===== src/hdl/iem_pkg.sv =====
// Contract
// - bit 15 gates link-change event onto interrupt
// - bit 14 gates frame-transmitted event
// - bit 13 gates frame-received event
// - bit 12 reads OR of time-stamp units whose enable and status are both set
// - bit 10 reads OR of trigger units whose enable and status are both set
// - bit 11 gates receive-overrun event
// - bit 9 gates transmit-stopped event
// - bit 8 gates receive-stopped event
// - bit 6 gates transmit-space-available event
// - bit 5 gates wake-frame event
// - bit 4 gates magic-packet event
// - bit 3 gates link-up wake event
// - bit 2 gates energy-detect wake event
// - interrupt asserts when status and enable coincide
// - status reads never clear; write one clears bits 15:8 and 6, the power-management clear code bits 5:2
package iem_pkg;

  // register offsets on the host bus (byte addresses)
  localparam logic [11:0] IEM_ENABLE_OFS = 12'h190;
  localparam logic [11:0] IEM_STATUS_OFS = 12'h192;

  // bit positions shared by the enable and the status register
  localparam int IEM_LINK_BIT = 15;
  localparam int IEM_TXDONE_BIT = 14;
  localparam int IEM_RXFRAME_BIT = 13;
  localparam int IEM_TSTAMP_BIT = 12;
  localparam int IEM_RXOVR_BIT = 11;
  localparam int IEM_TRIG_BIT = 10;
  localparam int IEM_TXSTOP_BIT = 9;
  localparam int IEM_RXSTOP_BIT = 8;
  localparam int IEM_SPARE_BIT = 7;
  localparam int IEM_TXSPACE_BIT = 6;
  localparam int IEM_WFRAME_BIT = 5;
  localparam int IEM_MAGIC_BIT = 4;
  localparam int IEM_LINKUP_BIT = 3;
  localparam int IEM_ENERGY_BIT = 2;

  // reset values
  localparam logic [15:0] IEM_ENABLE_RST = 16'h0000;
  localparam logic [15:0] IEM_STATUS_RST = 16'h0000;

  // bits that software may store in the enable register
  localparam logic [15:0] IEM_ENABLE_WMASK = 16'hEBFC;
  // status bits cleared by writing one
  localparam logic [15:0] IEM_W1C_MASK = 16'hFF40;
  // status bits cleared only through the power-management clear code
  localparam logic [15:0] IEM_PM_MASK = 16'h003C;
  // every status bit that exists at all
  localparam logic [15:0] IEM_STATUS_MASK = 16'hFF7C;

  // number of time-stamp input and trigger output units
  localparam int IEM_UNITS = 12;

  // byte-lane merge of a host write into an old register value
  function automatic logic [15:0] iem_merge(
    input logic [15:0] old_v,
    input logic [15:0] wr_v,
    input logic [1:0] be,
    input logic [15:0] mask
  );
    logic [15:0] lane;
    lane = {{8{be[1]}}, {8{be[0]}}} & mask;
    return (old_v & ~lane) | (wr_v & lane);
  endfunction

  // byte-lane qualified set of ones written by the host
  function automatic logic [15:0] iem_ones(
    input logic [15:0] wr_v,
    input logic [1:0] be,
    input logic [15:0] mask
  );
    return wr_v & {{8{be[1]}}, {8{be[0]}}} & mask;
  endfunction

endpackage


===== src/hdl/iem_status.sv =====
`timescale 1ns/1ps
`default_nettype none
// sticky status bits; a set in the same cycle as a clear wins
module iem_status (
  input wire logic clk,
  input wire logic rst_b,
  input wire logic [15:0] set_pulse,
  input wire logic [15:0] clr_pulse,
  output logic [15:0] status_r
);
  import iem_pkg::*;

  logic [15:0] status_nxt; // next sticky value

  // clear first, then set, so an arriving event is never lost
  always_comb begin
    status_nxt = ((status_r & ~clr_pulse) | set_pulse) & IEM_STATUS_MASK;
  end

  // status holds across reads; only explicit clears drop bits
  always_ff @(posedge clk or negedge rst_b) begin
    if (!rst_b) begin
      status_r <= IEM_STATUS_RST;
    end else begin
      status_r <= status_nxt;
    end
  end

endmodule
`default_nettype wire


===== src/hdl/iem_top.sv =====
`timescale 1ns/1ps
`default_nettype none
// interrupt enable register, status register and host interrupt pin
module iem_top #(
  parameter int UNITS = iem_pkg::IEM_UNITS
) (
  input wire logic clk,
  input wire logic rst_b,
  input wire logic host_cs,
  input wire logic host_wr,
  input wire logic host_rd,
  input wire logic [11:0] host_addr,
  input wire logic [1:0] host_be,
  input wire logic [15:0] host_wdata,
  output logic [15:0] host_rdata_r,
  input wire logic evt_link_change,
  input wire logic evt_tx_done,
  input wire logic evt_rx_frame,
  input wire logic evt_timestamp,
  input wire logic evt_rx_overrun,
  input wire logic evt_trigger,
  input wire logic evt_tx_stopped,
  input wire logic evt_rx_stopped,
  input wire logic evt_tx_space,
  input wire logic evt_wake_frame,
  input wire logic evt_magic_packet,
  input wire logic evt_linkup_wake,
  input wire logic evt_energy_wake,
  input wire logic [3:0] pm_clear,
  input wire logic [UNITS-1:0] timestamp_unit_enables,
  input wire logic [UNITS-1:0] timestamp_unit_status,
  input wire logic [UNITS-1:0] trigger_unit_enables,
  input wire logic [UNITS-1:0] trigger_unit_status,
  output logic irq_b_r
);
  import iem_pkg::*;

  logic [15:0] interrupt_enable_reg_r; // stored enable bits
  logic [15:0] interrupt_status_reg; // sticky status from the leaf
  logic [15:0] set_vec; // events gathered at their bit positions
  logic [15:0] clr_vec; // clears from host and power management
  logic [15:0] enable_view; // enable register as software reads it
  logic ts_summary; // any live time-stamp unit
  logic trig_summary; // any live trigger unit
  logic wr_enable; // host write hits the enable register
  logic wr_status; // host write hits the status register
  logic rd_hit_en; // host read of the enable register
  logic rd_hit_st; // host read of the status register

  // address decode; only the two words of this block answer
  always_comb begin
    wr_enable = host_cs && host_wr && (host_addr == IEM_ENABLE_OFS);
    wr_status = host_cs && host_wr && (host_addr == IEM_STATUS_OFS);
    rd_hit_en = host_cs && host_rd && (host_addr == IEM_ENABLE_OFS);
    rd_hit_st = host_cs && host_rd && (host_addr == IEM_STATUS_OFS);
  end

  // unit summaries: a unit counts while both its enable and its
  // status are set, so clearing either one drops the summary
  always_comb begin
    ts_summary = |(timestamp_unit_enables & timestamp_unit_status);
    trig_summary = |(trigger_unit_enables & trigger_unit_status);
  end

  // summaries replace the stored copy; bits 1:0 are hardwired zero
  always_comb begin
    enable_view = interrupt_enable_reg_r & IEM_ENABLE_WMASK;
    enable_view[IEM_TSTAMP_BIT] = ts_summary;
    enable_view[IEM_TRIG_BIT] = trig_summary;
  end

  // enable register; the write mask drops bits 12, 10, 1 and 0 so a
  // careless write there cannot disturb the read-only summaries
  always_ff @(posedge clk or negedge rst_b) begin
    if (!rst_b) begin
      interrupt_enable_reg_r <= IEM_ENABLE_RST;
    end else if (wr_enable) begin
      interrupt_enable_reg_r <= iem_merge(interrupt_enable_reg_r,
        host_wdata, host_be, IEM_ENABLE_WMASK);
    end
  end

  // gather the single-cycle events at their status positions
  always_comb begin
    set_vec = 16'h0000;
    set_vec[IEM_LINK_BIT] = evt_link_change;
    set_vec[IEM_TXDONE_BIT] = evt_tx_done;
    set_vec[IEM_RXFRAME_BIT] = evt_rx_frame;
    set_vec[IEM_TSTAMP_BIT] = evt_timestamp;
    set_vec[IEM_RXOVR_BIT] = evt_rx_overrun;
    set_vec[IEM_TRIG_BIT] = evt_trigger;
    set_vec[IEM_TXSTOP_BIT] = evt_tx_stopped;
    set_vec[IEM_RXSTOP_BIT] = evt_rx_stopped;
    set_vec[IEM_TXSPACE_BIT] = evt_tx_space;
    set_vec[IEM_WFRAME_BIT] = evt_wake_frame;
    set_vec[IEM_MAGIC_BIT] = evt_magic_packet;
    set_vec[IEM_LINKUP_BIT] = evt_linkup_wake;
    set_vec[IEM_ENERGY_BIT] = evt_energy_wake;
  end

  // clears: write-one on edge bits, the one-hot code on wake bits;
  // a read never appears here, so reading cannot lose an event
  always_comb begin
    clr_vec = 16'h0000;
    if (wr_status) begin
      clr_vec = iem_ones(host_wdata, host_be, IEM_W1C_MASK);
    end
    clr_vec[IEM_WFRAME_BIT] = (pm_clear == 4'h8);
    clr_vec[IEM_MAGIC_BIT] = (pm_clear == 4'h4);
    clr_vec[IEM_LINKUP_BIT] = (pm_clear == 4'h2);
    clr_vec[IEM_ENERGY_BIT] = (pm_clear == 4'h1);
  end

  // sticky status bits live in the leaf module
  iem_status u_status (
    .clk(clk),
    .rst_b(rst_b),
    .set_pulse(set_vec),
    .clr_pulse(clr_vec),
    .status_r(interrupt_status_reg)
  );

  // interrupt pin, active low; bit 7 stores but never gates, because
  // its status partner does not exist and is masked off
  always_ff @(posedge clk or negedge rst_b) begin
    if (!rst_b) begin
      irq_b_r <= 1'b1;
    end else begin
      irq_b_r <= ~|(interrupt_status_reg & enable_view
        & IEM_STATUS_MASK);
    end
  end

  // read data registered; unmapped addresses read zero
  always_ff @(posedge clk or negedge rst_b) begin
    if (!rst_b) begin
      host_rdata_r <= 16'h0000;
    end else if (rd_hit_en) begin
      host_rdata_r <= enable_view;
    end else if (rd_hit_st) begin
      host_rdata_r <= interrupt_status_reg;
    end else if (host_cs && host_rd) begin
      host_rdata_r <= 16'h0000;
    end
  end
endmodule
`default_nettype wire


===== config.mk =====
export PLATFORM = sky130hd
export DESIGN_NAME = iem_top
export DESIGN_NICKNAME = d
export VERILOG_FILES = /design/src/hdl/iem_pkg.sv /design/src/hdl/iem_status.sv /design/src/hdl/iem_top.sv
export SDC_FILE = /design/constraint.sdc
export NUM_CORES = 1
export LEC_CHECK = 0
export BUFFER_PORTS_ARGS = -buffer_cell sky130_fd_sc_hd__buf_2
export CAP_MARGIN = 20
export CELL_PAD_IN_SITES_DETAIL_PLACEMENT = 1
export CELL_PAD_IN_SITES_GLOBAL_PLACEMENT = 1
export CORE_MARGIN = 3
export CORE_UTILIZATION = 34
export DETAILED_ROUTE_END_ITERATION = 12
export MAX_ROUTING_LAYER = met4
export PLACE_DENSITY = 0.86
export SETUP_SLACK_MARGIN = 0.2
export SYNTH_ARGS = -nofsm -noshare
export SYNTH_HDL_FRONTEND = slang
export SYNTH_SLANG_ARGS = --single-unit

===== constraint.sdc =====
create_clock -name clk -period 2.1 [get_ports clk]
set_clock_uncertainty 0.15 [all_clocks]
set_input_delay 0.42 -clock clk [delete_from_list [all_inputs] [get_ports clk]]
set_output_delay 0.42 -clock clk [all_outputs]
set_load 0.01 [all_outputs]

==> flow_summary.json <==
{
  "antenna_found_initial": 0,
  "final_cell_mix": "buf_2 (111), dfrtp_1 (39), a221o_2 (13)",
  "routabilityCongestion": 0.7866,
  "reg2reg_depth": 4,
  "worstSetupPathType": "input port to flip-flop",
  "min_path_type": "input port to asynchronous set/reset pin",
  "die_x_um": 81.96,
  "crit_arrival_ps": 1900,
  "clk_path_buf_depth": 2,
  "io_pins": 117,
  "drc_errors": 0,
  "setup_viol": 0,
  "drt-pass1-iter-count": 4,
  "pwr-share-comb_pct": 10.9,
  "grt_max_degree": 41,
  "holdBufCountCts": 0,
  "ant_nets": 0,
  "crit_required_ps": 2130,
  "drv_slew": 0,
  "die-area_um2": 6717,
  "drt-initial-drc-count": 39,
  "dpl.cell_count": 347,
  "clk_pin_slew_worst_paths_ps": 80,
  "tritoncts": "built",
  "globalRouteOverflowTotal": 0,
  "place_area_um2": 2665,
  "grt_use_total_pct": 18.32,
  "drv_cap": 0,
  "synthToLayoutAreaGrowth_pct": 42.41,
  "postSynthAreaPerCell_um2": 12.34,
  "cts_max_level": 2,
  "synth_cell_types": 31,
  "r2r_slack_ps": 550,
  "post-route-util_pct": 50.43,
  "viasPerCell": 5.065,
  "post-route-period-util_pct": 89.46,
  "seqPwrFrac_pct": 52.0,
  "rsz0062_at_grt": "yes",
  "root_buffer": "clkbuf_8",
  "final_area_um2": 2794,
  "start_util_pct": 35.41,
  "diodes": 0,
  "drive_gt1_share_pct": 59.36,
  "routedWlPerCell_um": 16.86,
  "max_slew_margin_pct": 65.85,
  "yosys_warnings": 0,
  "power_switching_share_pct": 22.44,
  "grt_pass1_wl_mm": 8.887,
  "instances_no_fill": 355,
  "critical_path.max_fanout": 6,
  "post-cts-setup-buffer-count": 0,
  "fin_crit_ps": 1879,
  "worst_pin_slew_ps": 512.2,
  "core_area_um2": 5540,
  "fin_nets": 383,
  "worst_ir_drop_vdd_v": 0.0003029,
  "syn_area_um2": 1962,
  "internal-power_uw": 1156,
  "end_kind": "flip-flop",
  "dp_hpwl_mm": 4.775,
  "cts_buffers": 5,
  "cellPowerDensity_nw_per_um2": 533.5,
  "outcome": "finished clean",
  "routed_wl_mm": 5.984,
  "final_common_cell": "buf_2",
  "netlist_instances": 159,
  "max_freq_mhz": 532.3,
  "leakage_uw": 0.001480,
  "clock-sinks": 40,
  "startpoint_type": "input port",
  "clkPwrFrac_pct": 37.0,
  "die_h_um": 81.96,
  "clkLatencyLatePin_ps": 290,
  "rr_endpoint": "irq_b_r$_DFF_PN1_",
  "io_buffers": 112,
  "fill_cells": 641,
  "row_count": 27,
  "finalHoldViolCount": 0,
  "switchingPower_uw": 334.5,
  "synth-seq-cells": 40,
  "ys_seq_area_share_pct": 51.08,
  "vias": 1798,
  "grt_pass1_vias": 1820
}
[worst max-delay path by stage]
stage	from	to	slack, ps	cells after the start
2_1_floorplan	host_addr[9]	flip-flop	120	5
3_3_place_gp	host_addr[9]	flip-flop	-70	6
3_5_place_dp	host_addr[9]	flip-flop	-100	6
4_1_cts	host_addr[9]	flip-flop	210	6
5_1_grt	host_addr[5]	flip-flop	190	6
6_report	host_addr[9]	flip-flop	220	6
[repair_timing]
item,in CTS,in global routing
gates resized for setup,0,5
endpoints found under the hold margin,0,0
endpoints found under the setup margin,0,24
[critical path: stages]
cell,delay [ps]
buf_6,90
or4b_4,540
nor3_4,190
and3_4,230
buf_12,120
mux2_4,300
[power by group through the flow]
stage | Clock, uW | Sequential (uW) | Combinational, uW
after floorplan | 0 | 790 | 40.9
after detailed placement | 0 | 791 | 162
final | 552 | 775 | 163
after CTS | 563 | 776 | 163
after global placement | 0 | 791 | 155
after global routing | 608 | 776 | 182
[cell families after synthesis]
group                  count (synthesis)  synth area share, %
and+or+nand+nor                       44                14.16
DFF                                   40                51.08
muxes                                 12                9.184
other                                  1               0.1911
AOI/OAI and AO/OA                     45                20.47
buffers and inverters                 17                4.910
[stage by stage]
| step | hold slack, ps | total power [uW] | setup TNS (ps) | setup WS (ps) |
|---|---|---|---|---|
| 2_1_floorplan | -25.59 | 830.7 | 0 | 119.2 |
| 3_3_place_gp | 280.0 | 946.0 | -1005 | -66.45 |
| 3_5_place_dp | 286.7 | 952.9 | -1704 | -95.69 |
| 4_1_cts | 45.43 | 1502 | 0 | 207.1 |
| 5_1_grt | 64.81 | 1565 | 0 | 187.6 |
| 6_report | 36.06 | 1491 | 0 | 221.3 |
[layout make-up]
| cell class | instances | area, um^2 | area share, % |
|---|---|---|---|
| sequential | 40 | 1002 | 35.87 |
| timing repair buffer | 124 | 681.9 | 24.41 |
| tap | 72 | 90.09 | 3.224 |
| inverter | 8 | 30.03 | 1.075 |
| clock buffer | 7 | 96.34 | 3.448 |
| multi-input combinational | 104 | 893.4 | 31.97 |
[synth_stat cells]
| master | instances | area (um^2) |
|---|---|---|
| a222oi_1 | 1 | 10.01 |
| nand4_1 | 1 | 6.260 |
| and2_1 | 1 | 6.260 |
| a21o_1 | 5 | 37.54 |
| nand2_1 | 2 | 7.510 |
| nor3_2 | 1 | 10.01 |
| a221oi_1 | 9 | 78.83 |
| a31oi_1 | 8 | 50.05 |
| conb_1 | 1 | 3.750 |
| or3_1 | 1 | 6.260 |
| nor2_1 | 10 | 37.54 |
| clkbuf_2 | 1 | 5.000 |
| and2_4 | 1 | 8.760 |
| or4b_4 | 1 | 13.76 |
| nor2b_1 | 1 | 6.260 |
| inv_1 | 8 | 30.03 |
| nor4bb_1 | 1 | 10.01 |
| a22o_1 | 9 | 78.83 |
| nand3b_1 | 4 | 30.03 |
| a221o_2 | 13 | 146.4 |
| and3_2 | 3 | 22.52 |
| nand3_1 | 3 | 15.01 |
| buf_4 | 2 | 15.01 |
| and3_1 | 13 | 81.33 |
| clkbuf_1 | 2 | 7.510 |
| mux2_4 | 12 | 180.2 |
| buf_6 | 3 | 33.78 |
| buf_2 | 1 | 5.000 |
| dfstp_2 | 1 | 26.28 |
| dfrtp_1 | 39 | 975.9 |
| nor3_4 | 1 | 16.27 |
[layer usage]
| layer | up-vias | share of wire [%] | wire (um) | global-route usage [%] |
|---|---|---|---|---|
| met2 | 58 | 53 | 3149 | 32.47 |
| li1 | 865 | - | - | - |
| met3 | 4 | 5.6 | 333 | 2.632 |
| met5 | - | 0 | 0 | - |
| met1 | 871 | 41 | 2459 | 21.23 |
| met4 | 0 | 0.69 | 41 | 5.980 |
Note: power is estimated with default switching activity, not from simulation.
